<file path="src/verilog/irq_entry_pkg.sv">
// Shared constants, encodings and carrier structs for the interrupt entry and exit unit.
package irq_entry_pkg;

    // Register port map, one byte per address.
    localparam logic [7:0] ADDR_FLAGS = 8'h00;
    localparam logic [7:0] ADDR_FLAG_EN = 8'h01;
    localparam logic [7:0] ADDR_LEVEL_EN = 8'h02;
    localparam logic [7:0] ADDR_STATUS = 8'h03;
    localparam logic [7:0] ADDR_SP_LO = 8'h04;
    localparam logic [7:0] ADDR_SP_HI = 8'h05;
    localparam logic [7:0] ADDR_SEQ = 8'h06;
    localparam logic [7:0] ADDR_GPR_BASE = 8'h20;
    localparam logic [7:0] ADDR_GPR_MASK = 8'hE0;

    // Field positions in the status flags register.
    localparam int STATUS_GIE_BIT = 7;
    localparam int STATUS_ZERO_BIT = 1;
    localparam int STATUS_CARRY_BIT = 0;

    // Reset values.
    localparam logic [15:0] SP_RESET = 16'h01FF;
    localparam logic [7:0] STATUS_RESET = 8'h00;
    localparam logic [7:0] BYTE_ZERO = 8'h00;

    // Sequence lengths in core clock cycles, and bytes pushed per entry.
    localparam int ENTRY_CYCLES = 4;
    localparam int WAKE_EXTRA_CYCLES = 4;
    localparam int RETURN_CYCLES = 4;
    localparam int JUMP_CYCLES = 3;
    localparam int STACK_BYTES = 2;

    // Vector of the reset; source i uses vector RESET_VECTOR + i + 1.
    localparam int RESET_VECTOR = 0;

    // Kind of instruction that the core reports at an instruction boundary.
    typedef enum logic [2:0] {
        KIND_OTHER = 3'h0,
        KIND_CLI = 3'h1,
        KIND_SEI = 3'h2,
        KIND_RETURN_FROM_IRQ_INSTR = 3'h3,
        KIND_JMP = 3'h4
    } instr_kind_t;

    // Register ALU operations.
    typedef enum logic [2:0] {
        ALU_ADD = 3'h0,
        ALU_SUB = 3'h1,
        ALU_AND = 3'h2,
        ALU_OR = 3'h3,
        ALU_XOR = 3'h4,
        ALU_MOV = 3'h5
    } alu_op_t;

    // Sequencer states, one-hot.
    typedef enum logic [4:0] {
        SEQ_RUN = 5'h01,
        SEQ_WAKE = 5'h02,
        SEQ_ENTRY = 5'h04,
        SEQ_JUMP = 5'h08,
        SEQ_RET = 5'h10
    } seq_state_t;

    // Report from the core at the end of each instruction.
    typedef struct packed {
        logic boundary;
        instr_kind_t kind;
        logic [15:0] next_pc;
        logic [15:0] jump_target;
        logic sleeping;
    } core_report_t;

    // Control back to the core.
    typedef struct packed {
        logic stall;
        logic wake;
        logic pc_load;
        logic [15:0] pc_value;
    } core_ctl_t;

    // Two-operand register ALU request.
    typedef struct packed {
        logic valid;
        alu_op_t op;
        logic [4:0] dst;
        logic [4:0] src;
    } alu_req_t;

    // Stack memory access.
    typedef struct packed {
        logic we;
        logic re;
        logic [15:0] addr;
        logic [7:0] wdata;
    } stack_req_t;

    // Software register port.
    typedef struct packed {
        logic wr;
        logic rd;
        logic [7:0] addr;
        logic [7:0] wdata;
    } reg_req_t;

endpackage
</file>
<file path="src/verilog/irq_entry_exit.sv">
// Interrupt entry and exit sequencer with pending flags, priority, stack push and pop, and register ALU.
//
// Notes on behaviour
// RULE1 - Core logic runs directly on clk, undivided.
// RULE2 - Two-register ALU result written back same cycle.
// RULE3 - Reset and each source own distinct low vectors.
// RULE4 - Lowest vector wins; reset first, then source zero.
// RULE5 - Take source only if own and global enabled.
// RULE6 - Accepting an interrupt clears global enable.
// RULE7 - Global enable set in handler allows nesting.
// RULE8 - Return from interrupt sets global enable.
// RULE9 - Vectoring clears that source's pending flag.
// RULE10 - Writing one clears a flag; zero keeps.
// RULE11 - Flag set while disabled stays until enabled/cleared.
// RULE12 - Pending flags served by priority once enabled.
// RULE13 - Level sources request only while active.
// RULE14 - One main instruction runs after return.
// RULE15 - Status flags never saved or restored automatically.
// RULE16 - Clear-global-enable blocks even simultaneous requests.
// RULE17 - Instruction after set-global-enable runs first.
// RULE18 - Entry takes four cycles, pushing program counter.
// RULE19 - Requests wait for multi-cycle instruction completion.
// RULE20 - Wake from sleep adds four entry cycles.
// RULE21 - Return takes four cycles, pops two bytes.
// RULE22 - Vector jump takes three cycles.
// RULE23 - Entry pushes two bytes, stack pointer minus two.
module irq_entry_exit #(
    parameter int N_FLAG = 4,
    parameter int N_LEVEL = 2
) (
    input wire logic clk,
    input wire logic nrst,
    input irq_entry_pkg::reg_req_t reg_req,
    output irq_entry_pkg::core_ctl_t core_ctl,
    output irq_entry_pkg::stack_req_t stack_req,
    output logic [7:0] reg_rdata,
    output logic global_enable,
    input irq_entry_pkg::core_report_t core_report,
    input irq_entry_pkg::alu_req_t alu_req,
    input wire logic [N_FLAG-1:0] flag_event,
    input wire logic [N_LEVEL-1:0] level_active,
    input wire logic [7:0] stack_rdata
);

    localparam int N_SRC = N_FLAG + N_LEVEL;

    // The flag and enable registers are one byte wide each.
    initial begin
        if (N_FLAG < 1 || N_FLAG > 8 || N_LEVEL < 1 || N_LEVEL > 8) begin
            $error("irq_entry_exit: N_FLAG and N_LEVEL must be 1 to 8");
        end
    end

    localparam logic [2:0] ENTRY_LAST = 3'(irq_entry_pkg::ENTRY_CYCLES - 1);
    localparam logic [2:0] WAKE_LAST = 3'(irq_entry_pkg::WAKE_EXTRA_CYCLES - 1);
    localparam logic [2:0] RET_LAST = 3'(irq_entry_pkg::RETURN_CYCLES - 1);
    localparam logic [2:0] JUMP_LAST = 3'(irq_entry_pkg::JUMP_CYCLES - 1);
    localparam logic [15:0] SP_STEP = 16'h0001;
    localparam logic [15:0] SP_FRAME = 16'(irq_entry_pkg::STACK_BYTES);

    // Whole state of the unit.
    typedef struct packed {
        irq_entry_pkg::seq_state_t st;
        logic [2:0] cnt;
        logic gie;
        logic hold_one;
        logic [7:0] status;
        logic [N_FLAG-1:0] flags;
        logic [N_FLAG-1:0] flag_en;
        logic [N_LEVEL-1:0] level_en;
        logic [15:0] sp;
        logic [15:0] ret_pc;
        logic [15:0] vector;
        logic [7:0] pop_hi;
        logic [255:0] gpr;
        irq_entry_pkg::core_ctl_t ctl;
        irq_entry_pkg::stack_req_t stk;
        logic [7:0] rdata;
    } state_t;

    state_t state_reg;
    state_t state_next;

    // Returns the index of the lowest set bit, the highest priority source.
    function automatic logic [3:0] first_set(input logic [N_SRC-1:0] req);
        logic [3:0] idx;
        idx = 4'h0;
        for (int i = N_SRC - 1; i >= 0; i--) begin
            if (req[i]) begin
                idx = 4'(i);
            end
        end
        return idx;
    endfunction

    // Reads one of the 32 general purpose bytes.
    function automatic logic [7:0] gpr_read(input logic [255:0] file, input logic [4:0] idx);
        return file[{idx, 3'h0} +: 8];
    endfunction

    logic [N_SRC-1:0] requests;
    logic [3:0] winner;
    logic boundary;
    logic accept;
    logic [7:0] op_a;
    logic [7:0] op_b;
    logic [8:0] alu_wide;
    logic [N_FLAG-1:0] sw_clear;
    logic [N_FLAG-1:0] hw_clear;

    // Requests, priority and the acceptance decision.
    always_comb begin
        requests = {level_active & state_reg.level_en, state_reg.flags & state_reg.flag_en}; // [RULE5] [RULE13]
        winner = first_set(requests); // [RULE4] [RULE12]
        boundary = core_report.boundary && state_reg.st == irq_entry_pkg::SEQ_RUN; // [RULE19]
        // Only a plain instruction boundary may be interrupted; a clear or set of the
        // global enable at this boundary blocks it, and so does the hold after a return.
        accept = boundary && (|requests) && state_reg.gie && !state_reg.hold_one // [RULE5] [RULE14]
            && core_report.kind == irq_entry_pkg::KIND_OTHER; // [RULE16] [RULE17]
    end

    // Register ALU operands and result.
    always_comb begin
        op_a = gpr_read(state_reg.gpr, alu_req.dst);
        op_b = gpr_read(state_reg.gpr, alu_req.src);
        case (alu_req.op)
            irq_entry_pkg::ALU_ADD: alu_wide = {1'b0, op_a} + {1'b0, op_b};
            irq_entry_pkg::ALU_SUB: alu_wide = {1'b0, op_a} - {1'b0, op_b};
            irq_entry_pkg::ALU_AND: alu_wide = {1'b0, op_a & op_b};
            irq_entry_pkg::ALU_OR: alu_wide = {1'b0, op_a | op_b};
            irq_entry_pkg::ALU_XOR: alu_wide = {1'b0, op_a ^ op_b};
            irq_entry_pkg::ALU_MOV: alu_wide = {1'b0, op_b};
            default: alu_wide = 9'h000;
        endcase
    end

    // Flag clears from software and from vectoring.
    always_comb begin
        sw_clear = '0;
        if (reg_req.wr && reg_req.addr == irq_entry_pkg::ADDR_FLAGS) begin
            sw_clear = reg_req.wdata[N_FLAG-1:0]; // [RULE10]
        end
        hw_clear = '0;
        if (state_reg.st == irq_entry_pkg::SEQ_ENTRY && state_reg.cnt == ENTRY_LAST
            && state_reg.vector <= 16'(N_FLAG)) begin
            for (int i = 0; i < N_FLAG; i++) begin
                hw_clear[i] = (state_reg.vector == 16'(irq_entry_pkg::RESET_VECTOR + i + 1)); // [RULE9]
            end
        end
    end

    // Next state of the whole unit.
    always_comb begin
        state_next = state_reg;
        state_next.ctl.pc_load = 1'b0;
        state_next.ctl.wake = 1'b0;
        state_next.stk.we = 1'b0;
        state_next.stk.re = 1'b0;
        state_next.rdata = irq_entry_pkg::BYTE_ZERO;

        // New events set flags; a set in the same cycle as a clear wins.
        state_next.flags = (state_reg.flags & ~sw_clear & ~hw_clear) | flag_event; // [RULE11] [RULE9] [RULE10]

        // Register port writes.
        if (reg_req.wr) begin
            if (reg_req.addr == irq_entry_pkg::ADDR_FLAG_EN) begin
                state_next.flag_en = reg_req.wdata[N_FLAG-1:0];
            end
            if (reg_req.addr == irq_entry_pkg::ADDR_LEVEL_EN) begin
                state_next.level_en = reg_req.wdata[N_LEVEL-1:0];
            end
            if (reg_req.addr == irq_entry_pkg::ADDR_STATUS) begin
                state_next.status = reg_req.wdata;
                state_next.gie = reg_req.wdata[irq_entry_pkg::STATUS_GIE_BIT]; // [RULE7]
            end
            if (reg_req.addr == irq_entry_pkg::ADDR_SP_LO) begin
                state_next.sp[7:0] = reg_req.wdata;
            end
            if (reg_req.addr == irq_entry_pkg::ADDR_SP_HI) begin
                state_next.sp[15:8] = reg_req.wdata;
            end
            if ((reg_req.addr & irq_entry_pkg::ADDR_GPR_MASK) == irq_entry_pkg::ADDR_GPR_BASE) begin
                state_next.gpr[{reg_req.addr[4:0], 3'h0} +: 8] = reg_req.wdata;
            end
        end

        // The ALU writes its destination in the same cycle it reads the operands.
        if (alu_req.valid) begin
            state_next.gpr[{alu_req.dst, 3'h0} +: 8] = alu_wide[7:0]; // [RULE2]
            state_next.status[irq_entry_pkg::STATUS_ZERO_BIT] = (alu_wide[7:0] == 8'h00);
            state_next.status[irq_entry_pkg::STATUS_CARRY_BIT] = alu_wide[8];
        end

        // Register port reads, answered in the next cycle.
        if (reg_req.rd) begin
            case (reg_req.addr)
                irq_entry_pkg::ADDR_FLAGS: state_next.rdata = 8'(state_reg.flags);
                irq_entry_pkg::ADDR_FLAG_EN: state_next.rdata = 8'(state_reg.flag_en);
                irq_entry_pkg::ADDR_LEVEL_EN: state_next.rdata = 8'(state_reg.level_en);
                irq_entry_pkg::ADDR_STATUS: begin
                    state_next.rdata = state_reg.status;
                    state_next.rdata[irq_entry_pkg::STATUS_GIE_BIT] = state_reg.gie;
                end
                irq_entry_pkg::ADDR_SP_LO: state_next.rdata = state_reg.sp[7:0];
                irq_entry_pkg::ADDR_SP_HI: state_next.rdata = state_reg.sp[15:8];
                irq_entry_pkg::ADDR_SEQ: state_next.rdata = {state_reg.cnt, state_reg.st};
                default: begin
                    if ((reg_req.addr & irq_entry_pkg::ADDR_GPR_MASK) == irq_entry_pkg::ADDR_GPR_BASE) begin
                        state_next.rdata = gpr_read(state_reg.gpr, reg_req.addr[4:0]);
                    end
                end
            endcase
        end

        // Sequencer.
        case (state_reg.st)
            irq_entry_pkg::SEQ_RUN: begin
                state_next.cnt = 3'h0;
                if (core_report.sleeping && (|requests) && state_reg.gie && !state_reg.hold_one) begin
                    // A sleeping core is woken first, then entered.
                    state_next.st = irq_entry_pkg::SEQ_WAKE; // [RULE20]
                    state_next.gie = 1'b0; // [RULE6]
                    state_next.ret_pc = core_report.next_pc;
                    state_next.vector = 16'(irq_entry_pkg::RESET_VECTOR + 1) + 16'(winner); // [RULE3] [RULE4]
                    state_next.ctl.wake = 1'b1;
                end else if (boundary) begin
                    state_next.hold_one = 1'b0; // [RULE14]
                    case (core_report.kind)
                        irq_entry_pkg::KIND_CLI: state_next.gie = 1'b0; // [RULE16]
                        // The enable's own boundary is refused by the kind test, so the
                        // boundary of the following instruction is the first one taken.
                        irq_entry_pkg::KIND_SEI: state_next.gie = 1'b1; // [RULE17]
                        irq_entry_pkg::KIND_RETURN_FROM_IRQ_INSTR: state_next.st = irq_entry_pkg::SEQ_RET;
                        irq_entry_pkg::KIND_JMP: begin
                            state_next.st = irq_entry_pkg::SEQ_JUMP; // [RULE22]
                            state_next.ret_pc = core_report.jump_target;
                        end
                        default: begin
                            if (accept) begin
                                state_next.st = irq_entry_pkg::SEQ_ENTRY; // [RULE18]
                                state_next.gie = 1'b0; // [RULE6]
                                state_next.ret_pc = core_report.next_pc;
                                state_next.vector = 16'(irq_entry_pkg::RESET_VECTOR + 1) + 16'(winner); // [RULE3]
                            end
                        end
                    endcase
                end
            end
            irq_entry_pkg::SEQ_WAKE: begin
                state_next.cnt = state_reg.cnt + 3'h1;
                if (state_reg.cnt == WAKE_LAST) begin
                    state_next.st = irq_entry_pkg::SEQ_ENTRY; // [RULE20]
                    state_next.cnt = 3'h0;
                end
            end
            irq_entry_pkg::SEQ_ENTRY: begin
                // The status flags register is left untouched here.
                state_next.cnt = state_reg.cnt + 3'h1; // [RULE15]
                if (state_reg.cnt == 3'h0) begin
                    state_next.stk.we = 1'b1; // [RULE23]
                    state_next.stk.addr = state_reg.sp;
                    state_next.stk.wdata = state_reg.ret_pc[7:0];
                end
                if (state_reg.cnt == 3'h1) begin
                    state_next.stk.we = 1'b1; // [RULE23]
                    state_next.stk.addr = state_reg.sp - SP_STEP;
                    state_next.stk.wdata = state_reg.ret_pc[15:8];
                    state_next.sp = state_reg.sp - SP_FRAME; // [RULE23]
                end
                if (state_reg.cnt == ENTRY_LAST) begin
                    state_next.st = irq_entry_pkg::SEQ_RUN; // [RULE18]
                    state_next.cnt = 3'h0;
                    state_next.ctl.pc_load = 1'b1;
                    state_next.ctl.pc_value = state_reg.vector;
                end
            end
            irq_entry_pkg::SEQ_JUMP: begin
                state_next.cnt = state_reg.cnt + 3'h1;
                if (state_reg.cnt == JUMP_LAST) begin
                    state_next.st = irq_entry_pkg::SEQ_RUN; // [RULE22]
                    state_next.cnt = 3'h0;
                    state_next.ctl.pc_load = 1'b1;
                    state_next.ctl.pc_value = state_reg.ret_pc;
                end
            end
            irq_entry_pkg::SEQ_RET: begin
                // High byte is on top; read data returns one cycle after the read.
                state_next.cnt = state_reg.cnt + 3'h1;
                if (state_reg.cnt == 3'h0) begin
                    state_next.stk.re = 1'b1; // [RULE21]
                    state_next.stk.addr = state_reg.sp + SP_STEP;
                end
                if (state_reg.cnt == 3'h1) begin
                    state_next.stk.re = 1'b1;
                    state_next.stk.addr = state_reg.sp + SP_FRAME;
                    state_next.sp = state_reg.sp + SP_FRAME; // [RULE21]
                end
                if (state_reg.cnt == 3'h2) begin
                    state_next.pop_hi = stack_rdata;
                end
                if (state_reg.cnt == RET_LAST) begin
                    state_next.st = irq_entry_pkg::SEQ_RUN; // [RULE21]
                    state_next.cnt = 3'h0;
                    state_next.gie = 1'b1; // [RULE8]
                    state_next.hold_one = 1'b1; // [RULE14]
                    state_next.ctl.pc_load = 1'b1;
                    state_next.ctl.pc_value = {state_reg.pop_hi, stack_rdata};
                end
            end
            default: begin
                state_next.st = irq_entry_pkg::SEQ_RUN;
                state_next.cnt = 3'h0;
            end
        endcase
        state_next.ctl.stall = (state_next.st != irq_entry_pkg::SEQ_RUN);
    end

    // One register bank on the undivided core clock.
    always_ff @(posedge clk or negedge nrst) begin // [RULE1]
        if (!nrst) begin
            state_reg <= '0;
            state_reg.st <= irq_entry_pkg::SEQ_RUN;
            state_reg.sp <= irq_entry_pkg::SP_RESET;
            state_reg.status <= irq_entry_pkg::STATUS_RESET;
            state_reg.ctl.pc_load <= 1'b1; // Reset vectors the core. [RULE3]
            state_reg.ctl.pc_value <= 16'(irq_entry_pkg::RESET_VECTOR);
        end else begin
            state_reg <= state_next;
        end
    end

    assign core_ctl = state_reg.ctl;
    assign stack_req = state_reg.stk;
    assign reg_rdata = state_reg.rdata;
    assign global_enable = state_reg.gie;

endmodule

</file>
<file path="config.mk">
export PLATFORM = sky130hd
export DESIGN_NAME = irq_entry_exit
export DESIGN_NICKNAME = d
export VERILOG_FILES = /design/src/verilog/irq_entry_pkg.sv /design/src/verilog/irq_entry_exit.sv
export SDC_FILE = /design/constraint.sdc
export NUM_CORES = 1
export LEC_CHECK = 0
export BUFFER_PORTS_ARGS = -buffer_cell sky130_fd_sc_hd__buf_2
export CORE_MARGIN = 2
export CORE_UTILIZATION = 30
export CTS_CLUSTER_SIZE = 30
export DETAILED_ROUTE_END_ITERATION = 8
export GPL_TIMING_DRIVEN = 0
export MAX_ROUTING_LAYER = met4
export PLACE_DENSITY = 0.5
export REMOVE_ABC_BUFFERS = 1
export SYNTH_ARGS = -nofsm -noshare
export SYNTH_HDL_FRONTEND = slang
export SYNTH_SLANG_ARGS = --single-unit
</file>
<file path="constraint.sdc">
create_clock -name clk -period 5.3 [get_ports clk]
set_input_delay 0.265 -clock clk [delete_from_list [all_inputs] [get_ports clk]]
set_output_delay 0.265 -clock clk [all_outputs]
set_load 0.005 [all_outputs]
</file>
==> results of run 1 <==
[power by group]
part,switching [mW],internal (mW)
Clock,1.43,2.14
Sequential,0.696,3.47
Combinational,1.79,1.51
[final cells by class]
cell class / instances / area (sq um)
fill: 9529 / 61000
clock buffer: 78 / 1510
clock inverter: 12 / 189
inverter: 63 / 236
sequential: 380 / 9520
tap: 1254 / 1570
timing repair buffer: 225 / 1890
multi-input combinational: 2108 / 17400
antenna: 3 / 7.51
[kinds of logic (layout without fill, tap and decap cells)]
group / after synthesis / count (layout)
AOI/OAI and AO/OA: 648 / 648
xor gates and xnor gates: 30 / 30
adders and majority gates: 47 / 47
buffers and inverters: 329 / 378
DFF: 380 / 380
muxes: 553 / 553
other: 0 / 3
and+or+nand+nor: 830 / 830
[per-layer routing]
metal / global-route usage, % / vias up / routed length [um]
li1: - / 10600 / -
met1: 32.5 / 12200 / 48700
met2: 34.9 / 1458 / 50300
met3: 6.55 / 237 / 12300
met4: 7.95 / 0 / 4310
met5: - / - / 0
[repair_timing]
item	in CTS	in global routing
gates resized for setup	8	5
buffers inserted	6	0
hold buffers	47	0
setup endpoints to repair	102	96
pin swaps	5	0
endpoints found under the hold margin	116	0
[how the worst max path moves through the flow]
stage                                       start                    endpoint  slack (ns)  cells after the start
after floorplan           state_reg[78]$_DFF_PN0_  state_reg[376]$_DFFE_PN0P_        1.11                     14
after global placement                 reg_req[8]    state_reg[253]$_DFF_PN0_       -5.21                      9
after detailed placement               alu_req[1]    state_reg[100]$_DFF_PN0_       -1.30                     15
after CTS                              reg_req[8]    state_reg[214]$_DFF_PN0_        0.01                     11
after global routing                   alu_req[1]    state_reg[115]$_DFF_PN0_        0.02                     17
final                                  alu_req[1]    state_reg[300]$_DFF_PN0_        0.23                     15
[metrics by stage]
stage	TNS, ns	hold WS (ns)	util [%]
global placement	-2680.54	0.457	31.3
finish	0	0.0254	34.6
floorplan	0	-0.0306	-
CTS	0	0.00898	34.6
detailed placement	-126.91	0.291	32.2
global route	0	0.00469	34.6
[placed cells by master, fill, tap and decap left out, types with 19 or more instances in the layout]
cell / netlist / routed
ha_1: 46 / 46
dlygate4sd3_1: 0 / 47
nor2_1: 193 / 176
and2_1: 38 / 38
nand3_1: 80 / 80
o22ai_1: 37 / 37
nor3_1: 45 / 44
inv_1: 55 / 55
clkbuf_16: 0 / 50
a31oi_1: 21 / 21
mux2_2: 206 / 206
nor2_2: 3 / 20
o21ai_0: 198 / 198
o31ai_1: 49 / 48
a22oi_1: 19 / 19
dfrtp_1: 369 / 369
mux2i_1: 129 / 128
o21ai_1: 37 / 37
a21oi_1: 163 / 160
nand2_1: 340 / 340
mux4_2: 206 / 206
buf_2: 21 / 131
[worst register-to-register path: cells and delay by family, from the launching register on]
kind / cells / cell delay, ns
xor+xnor: 1 / 0.15
compound gates: 4 / 1.17
flops: 1 / 0.41
mux: 4 / 1.97
simple gates: 2 / 0.73
fa+ha+maj: 2 / 0.51
==> run_results.csv, run 1 <==
group,metric,value,unit
run_status,outcome,"finished with violations",
run_status,violations,"capacitance limit, slew limit",
pwr,max-vdd-ir-drop,291,uV
job,drv_cap,1,
place,routabilityCongestion,0.937,
cells_and_area,largest_register_ffs,326,
grt,grt_max_degree,108,
clock_tree,clock_path_buffers,3,
die,rows,112,
synth,synth_edf_count,0,
cells_and_area,final_cell_area,32300,sq um
setup_path,cp-start-kind,"input pin",
die,dieWidth,311,um
grt,grt_pass1_wl,168000,um
synth,yosys-top-cells-count,"369 x dfrtp_1, 340 x nand2_1, 206 x mux2_2, 206 x mux4_2, 198 x o21ai_0",
routing,detail_route.iter0.violations,2871,
synth,ys.flop_type,"dfrtp_1",
grt,grt_pass1_vias,23000,
sta,setup_viol,0,
die,ios,139,
sta,worstMarginPinSlew,1.51,ns
grt,grt-ovfl-total,0,
synth,synthMuxAreaShare,30.2,%
routing,num_vias,24400,
sta,maxSlewViolCount,9,
setup_path,rrSetupSlack,0.24,ns
cells_and_area,drive_gt1_share,26.2,%
routing,routed_wl,116000,um
routing,viasPerCell,5.92,
synth,synth_top_area_cell,"dfrtp_1",
cells_and_area,areaGrowthSynthToFinish,14.3,%
worst_hold_path,min_to,"state_reg[333]$_DFFE_PN0P_",
synth,synth_area_leaders,"dfrtp_1 33%, mux4_2 16%, mux2_2 8.2%, mux2i_1 4.6%, nand2_1 4.5%",
setup_path,r2r-start,"state_reg[246]$_DFF_PN0_",
clock_tree,htreeDepth,2,
clock_tree,cts_sinks,380,
synth,synthesis.area,28300,sq um
die,die_area,96800,sq um
pwr,power_density,341,nW/um^2
synth,yosys_warnings,0,
die,initial_utilization,30.3,%
routing,route.detailed.drc,0,
synth,synth_xor_area_share,0.929,%
setup_path,reg2reg_to,"state_reg[300]$_DFF_PN0_",
setup_path,worstSetupPathType,"in2reg",
grt,antenna_found_initial,4,
synth,synth_top_family_by_area,"multiplexers",
synth,yosysMostFrequentCell,"dfrtp_1",
routing,wl_per_cell,28.0,um
setup_path,cp_slowest_cell,"mux4_1",
synth,syn_area_per_cell,10.0,sq um
sta,worst_slack,0.227,ns
place,dp_slack,-1.30,ns
synth,synth_seq_cells,380,
place,dp_cells,3976,
pwr,leakage,13.5,nW
synth,netlist.area_leader.share,32.6,%
sta,hold_viol_final,0,
grt,grt_usage,24.1,%
synth,synthArstFlopShare,100,%
cells_and_area,fin_nets,2959,
synth,yosys.area_share.simple,13.6,%
setup_path,cp-end-kind,"register",
clock_tree,clkTransAtPathRegs,0.06,ns
setup_path,reg2reg_depth,13,
worst_hold_path,hold_path_class,"in2reg",
clock_tree,cts_buffers,49,
setup_path,crit_family,"multiplexers",
clock_tree,cts_tree,"yes",
die,die_y,311,um
routing,first_pass_iters,6,
place,io_buffers,138,
synth,synth_compound_area_share,14.0,%
setup_path,cp_cell_sequence,"buf_6 > buf_16 > mux4_1 > mux4_2 > mux2i_4 > ha_1 > nor4b_2 > a21oi_1 > xnor2_1 > ha_1 > or3_1 > o211ai_1 > mux2i_4 > o21ai_1 > o31ai_1",
clock_tree,clockRootBuffer,"clkbuf_16",
setup_path,worstPathArrival,5.57,ns
routing,postRouteAntennaNets,0,
place,dp_hpwl,80300,um
sta,max_freq,0.197,GHz
setup_path,path_max_fanout,44,
sta,finClkSkew,0.0514,ns
clock_tree,insertion_delay,0.65,ns
die,core,93300,sq um
sta,fin_crit_sh,95.7,%
sta,slew_headroom,-0.944,%
sta,fin_crit,5.07,ns
setup_path,cpPeakStageDelay,0.69,ns
worst_hold_path,holdPathStages,3,
synth,netlist_instances,2817,
place,postPlaceCellArea,30000,sq um
worst_hold_path,min-delay-start,"core_report[1]",
sta,rsz0062_at_grt,"false",
synth,synth_cell_types,89,
synth,synth-seq-area-share,33.7,%
synth,yosys.area_share.adder,2.10,%
setup_path,worstPathRequired,5.80,ns
pwr,report.power.total,11.0,mW
cells_and_area,fin_cells,4123,
setup_path,cp_num_buf_inv,2,
Note: power is estimated with default switching activity, not from simulation.
==> inputs of run 2 (changes only) <==
REMOVE_ABC_BUFFERS = default   (was 1)
==> run 2 against run 1 <==
The run ends with setup timing left; highest routed layer unchanged; die area did not move; critical path type unchanged; cell count rose by 5.6%; utilization rose by 0.72 points; clock-buffer cell count fell by 16; first-iteration DRC count rose by 12%; largest cell class unchanged; power rose by 5.5%; design area rose by 2.1%.
==> run_results.csv, run 2 (same netlist as run 1, synthesis figures left out) <==
group,metric,value,unit
run_status,outcome,"finished with violations",
run_status,violations,"setup timing",
routing,postRouteAntennaNets,0,
sta,slew_headroom,6.92,%
job,drv_cap,0,
grt,grt_max_degree,113,
die,dieWidth,311,um
die,core,93300,sq um
sta,fin_crit_sh,100,%
routing,route.detailed.drc,0,
cells_and_area,fin_nets,3186,
pwr,power_density,353,nW/um^2
grt,grt_pass1_wl,203000,um
setup_path,crit_family,"compound AO/OA/AOI/OAI gates",
setup_path,worstPathRequired,5.83,ns
setup_path,cp_cell_sequence,"buf_2 > buf_6 > buf_6 > buf_4 > mux4_2 > nor2_1 > or4_1 > nand4_1 > inv_1 > ha_1 > nor2_1 > a21oi_1 > inv_1 > ha_1 > nor2b_1 > o21a_1 > o31a_1 > o211ai_1 > mux2i_4 > o21ai_1 > o31ai_1",
setup_path,reg2reg_depth,17,
grt,grt-ovfl-total,0,
setup_path,cp-start-kind,"input pin",
place,io_buffers,131,
setup_path,path_max_fanout,10,
sta,finClkSkew,0.0329,ns
pwr,leakage,13.9,nW
place,routabilityCongestion,1.05,
setup_path,cpPeakStageDelay,0.60,ns
setup_path,worstSetupPathType,"in2reg",
grt,grt_usage,30.6,%
sta,worst_slack,-0.0159,ns
die,die_area,96800,sq um
setup_path,cp-end-kind,"register",
clock_tree,clkTransAtPathRegs,0.06,ns
routing,first_pass_iters,9,
cells_and_area,final_common_cell,"dfrtp_1",
sta,worstMarginPinSlew,1.39,ns
sta,hold_viol_final,0,
worst_hold_path,hold_path_class,"in2reg",
die,ios,139,
routing,viasPerCell,6.02,
setup_path,cp_slowest_cell,"or4_1",
die,initial_utilization,30.3,%
sta,max_freq,0.188,GHz
clock_tree,cts_tree,"yes",
clock_tree,cts_buffers,48,
setup_path,rrSetupSlack,0.05,ns
place,dp_slack,-2.30,ns
pwr,max-vdd-ir-drop,235,uV
sta,fin_crit,5.32,ns
clock_tree,cts_sinks,380,
cells_and_area,final_cell_area,33000,sq um
routing,detail_route.iter0.violations,3226,
routing,routed_wl,147000,um
cells_and_area,finalCoreUtilization,35.4,%
clock_tree,insertion_delay,0.64,ns
clock_tree,clockRootBuffer,"clkbuf_16",
grt,grt_pass1_vias,25400,
sta,fin_tns_setup,-0.0302,ns
cells_and_area,areaGrowthSynthToFinish,16.7,%
routing,num_vias,26200,
place,postPlaceCellArea,30600,sq um
place,dp_cells,4206,
sta,setup_viol,5,
synth,synth_nets,2949,
clock_tree,htreeDepth,2,
worst_hold_path,holdPathStages,3,
die,rows,112,
setup_path,cp_num_buf_inv,6,
grt,antenna_found_initial,3,
cells_and_area,final_cell_mix,"369 x dfrtp_1, 340 x nand2_1, 206 x mux4_2, 206 x mux2_2, 198 x o21ai_0",
routing,wl_per_cell,33.8,um
setup_path,path_depth,21,
place,dp_hpwl,114000,um
cells_and_area,drive_gt1_share,26.0,%
cells_and_area,largest_register_ffs,326,
cells_and_area,fin_cells,4353,
sta,rsz0062_at_grt,"true",
sta,maxSlewViolCount,0,
setup_path,worstPathArrival,5.84,ns
clock_tree,clock_path_buffers,3,
die,die_y,311,um
## run 2: per-stage QoR
step	hold slack, ns	power, mW
final	0.0259	11.6
after global routing	0.0343	12.1
after CTS	0.00402	11.5
after floorplan	-0.0306	6.28
after global placement	0.454	7.97
after detailed placement	0.285	7.99
## run 2: worst paths after layout
check,start,endpoint
max in group asynchronous,nrst,state_reg[146]$_DFF_PN0_
setup / recovery,alu_req[2],state_reg[180]$_DFF_PN0_
hold reg to reg,stack_req[21]$_DFFE_PN0P_,stack_req[21]$_DFFE_PN0P_
setup reg to reg,state_reg[77]$_DFF_PN0_,state_reg[180]$_DFF_PN0_
hold / removal,core_report[31],state_reg[347]$_DFFE_PN0P_
min in group asynchronous,nrst,stack_req[20]$_DFFE_PN0P_
## run 2: worst min-delay path, cell delays in order
cell,delay (ns)
buf_2,0.09
mux2i_1,0.10
a21oi_1,0.16
## run 2: layout make-up
type | instances | area [sq um]
Tap cell | 1254 | 1570
Clock inverter | 24 | 294
Timing Repair Buffer | 190 | 1310
Clock buffer | 62 | 1320
Fill cell | 9612 | 60300
Antenna cell | 9 | 22.5
Buffer | 263 | 1400
Sequential cell | 380 | 9520
Inverter | 63 | 236
Multi-Input combinational cell | 2108 | 17300
## run 2: layer usage
| metal | wire, um | global-route usage [%] | up-vias |
|---|---|---|---|
| met2 | 63700 | 44.5 | 1582 |
| li1 | - | - | 11000 |
| met3 | 15300 | 8.47 | 328 |
| met1 | 58600 | 38.5 | 13300 |
| met4 | 9410 | 16.7 | 0 |
| met5 | 0 | - | - |
## run 2: power breakdown
part	switching [mW]	internal [mW]
clock network	1.47	2.01
registers	0.810	3.46
logic	2.25	1.64
total	4.53	7.11
## run 2: timing repair
action | CTS | global route
gates resized for setup | 45 | 13
hold buffers | 47 | 0
endpoints found under the hold margin | 112 | 0
buffers inserted | 5 | 1
pin swaps | 1 | 0
endpoints found under the setup margin | 221 | 73
==> inputs of run 3 (changes only) <==
clock period = 6.35 ns   (was 5.3 ns; I/O delays follow)
==> run 3 against run 2 <==
The run now ends clean; clock skew up 0.0033 ns; register-to-register slack improved by 0.45 ns; design area down 1.3%; sequential power decreased by 16%; first-iteration DRC count rose by 1.5%; power shrank 17%; non-clock buffer count shrank 28; critical path type unchanged; largest power group unchanged; highest routed layer unchanged.
==> run_results.csv, run 3 (same netlist as run 1, synthesis figures left out) <==
group,metric,value,unit
setup_path,crit_family,"buffers and inverters",
die,die_area,96800,sq um
cells_and_area,final_cell_area,32600,sq um
die,die_y,311,um
clock_tree,postCtsSetupBuffers,0,
setup_path,cpPeakStageDelay,1.06,ns
setup_path,cp_slowest_cell,"o21ai_1",
pwr,power_density,297,nW/um^2
setup_path,worstPathRequired,6.82,ns
pwr,power_frac_clock,30.0,%
pwr,max-vdd-ir-drop,197,uV
sta,fin_tns_setup,0,ns
die,ios,139,
grt,grt-ovfl-total,0,
routing,viasPerCell,6.09,
cells_and_area,largest_register_ffs,326,
routing,routed_wl,147000,um
clock_tree,insertion_delay,0.64,ns
routing,route.detailed.drc,0,
sta,fin_crit,6.24,ns
sta,hold_viol_final,0,
setup_path,worstSetupPathType,"in2reg",
routing,detail_route.iter0.violations,3275,
setup_path,path_max_fanout,10,
place,routabilityCongestion,1.05,
worst_hold_path,hold_path_class,"in2reg",
place,postPlaceCellArea,30600,sq um
grt,grt_max_degree,113,
routing,postRouteAntennaNets,0,
setup_path,cp-end-kind,"register",
place,dp_hpwl,114000,um
die,initial_utilization,30.3,%
cells_and_area,final_cell_mix,"369 x dfrtp_1, 340 x nand2_1, 206 x mux4_2, 206 x mux2_2, 198 x o21ai_0",
clock_tree,cts_sinks,380,
pwr,report.power.total,9.68,mW
die,rows,112,
grt,antenna_found_initial,6,
routing,first_pass_iters,8,
cells_and_area,fin_nets,3158,
setup_path,cp_num_buf_inv,4,
sta,maxSlewViolCount,0,
routing,num_vias,26300,
grt,grt_pass1_wl,203000,um
synth,synth_nets,2949,
setup_path,cp-start-kind,"input pin",
die,dieWidth,311,um
sta,finClkSkew,0.0362,ns
die,core,93300,sq um
place,io_buffers,131,
pwr,p_comb_share,33.1,%
cells_and_area,final_common_cell,"dfrtp_1",
grt,grt_pass1_vias,25300,
pwr,power.internal,5.91,mW
sta,worstMarginPinSlew,1.43,ns
pwr,swShare,39.0,%
cells_and_area,areaGrowthSynthToFinish,15.2,%
clock_tree,cts_tree,"yes",
pwr,p_seq_share,36.9,%
clock_tree,clock_path_buffers,3,
clock_tree,cts_buffers,48,
sta,slew_headroom,3.98,%
sta,whs,0.0271,ns
run_status,outcome,"complete, no violations",
routing,wl_per_cell,33.9,um
pwr,leakage,13.7,nW
job,drv_cap,0,
pwr,switchingPower,3.77,mW
sta,fin_crit_sh,98.3,%
setup_path,cp_cell_sequence,"buf_2 > buf_1 > clkbuf_1 > mux4_2 > mux4_2 > mux2i_1 > inv_1 > ha_1 > nor2b_1 > o21a_1 > o21a_1 > o2111ai_1 > nand3b_1 > o21ai_1 > o21ai_0",
clock_tree,clkTransAtPathRegs,0.06,ns
sta,setup_viol,0,
grt,grt_usage,30.6,%
cells_and_area,drive_gt1_share,25.3,%
sta,max_freq,0.160,GHz
clock_tree,clockRootBuffer,"clkbuf_16",
setup_path,worstPathArrival,6.71,ns
sta,rsz0062_at_grt,"true",
clock_tree,htreeDepth,2,
[run 3: layer usage]
layer	global-route usage, %	share of wire (%)
met1	38.5	40
met2	44.7	44
met3	8.39	10
met4	15.9	6.2
met5	-	0
[run 3: worst reg2reg max path, delay by kind of cell (launching register included)]
kind | cells | cell delay, ns
mux | 4 | 1.80
simple gates | 3 | 1.51
fa+ha+maj | 2 | 0.54
flops | 1 | 0.49
buf+inv | 1 | 0.58
xor+xnor | 1 | 0.16
compound gates | 3 | 0.62
[run 3: timing repair]
item / 4_1_cts / 5_1_grt
gates resized for setup: 18 / 3
hold buffers: 22 / 0
endpoints found under the setup margin: 84 / 42
cloned: 0 / 0
hold endpoints to repair: 98 / 0
[run 3: area by class of cell]
type	instances	area (sq um)
fill	9666	60700
multi-input combinational	2108	17300
sequential	380	9520
tap	1254	1570
buffer	266	1370
clock buffer	62	1320
timing repair buffer	159	1010
clock inverter	24	294
inverter	63	236
antenna	7	17.5
[run 3: worst paths after layout]
| path | depth (start not counted) | to | slack [ns] | from |
|---|---|---|---|---|
| setup / recovery | 15 | state_reg[83]$_DFF_PN0_ | 0.11 | alu_req[6] |
| hold / removal | 3 | state_reg[338]$_DFFE_PN0P_ | 0.03 | core_report[22] |
| hold reg to reg | 2 | stack_req[21]$_DFFE_PN0P_ | 0.47 | stack_req[21]$_DFFE_PN0P_ |
| min in group asynchronous | 2 | stack_req[20]$_DFFE_PN0P_ | 0.27 | nrst |
| setup reg to reg | 14 | state_reg[228]$_DFF_PN0_ | 0.50 | state_reg[70]$_DFF_PN0_ |
| max in group asynchronous | 3 | state_reg[146]$_DFF_PN0_ | 4.96 | nrst |
[run 3: power groups by stage]
stage | registers [mW] | logic [mW] | clock network (mW)
6_report | 3.57 | 3.20 | 2.91
4_1_cts | 3.51 | 3.15 | 2.94
5_1_grt | 3.58 | 3.42 | 3.04
3_3_place_gp | 3.54 | 3.11 | 0
2_1_floorplan | 3.19 | 2.06 | 0
3_5_place_dp | 3.55 | 3.12 | 0
[run 3: through the flow]
step	worst slack, ns	cells	util (%)
floorplan	1.83	2817	-
global placement	-3.44	4202	32.7
detailed placement	-1.30	4206	32.8
CTS	0.101	4314	34.9
global route	-0.0158	4317	34.9
finish	0.110	4323	34.9
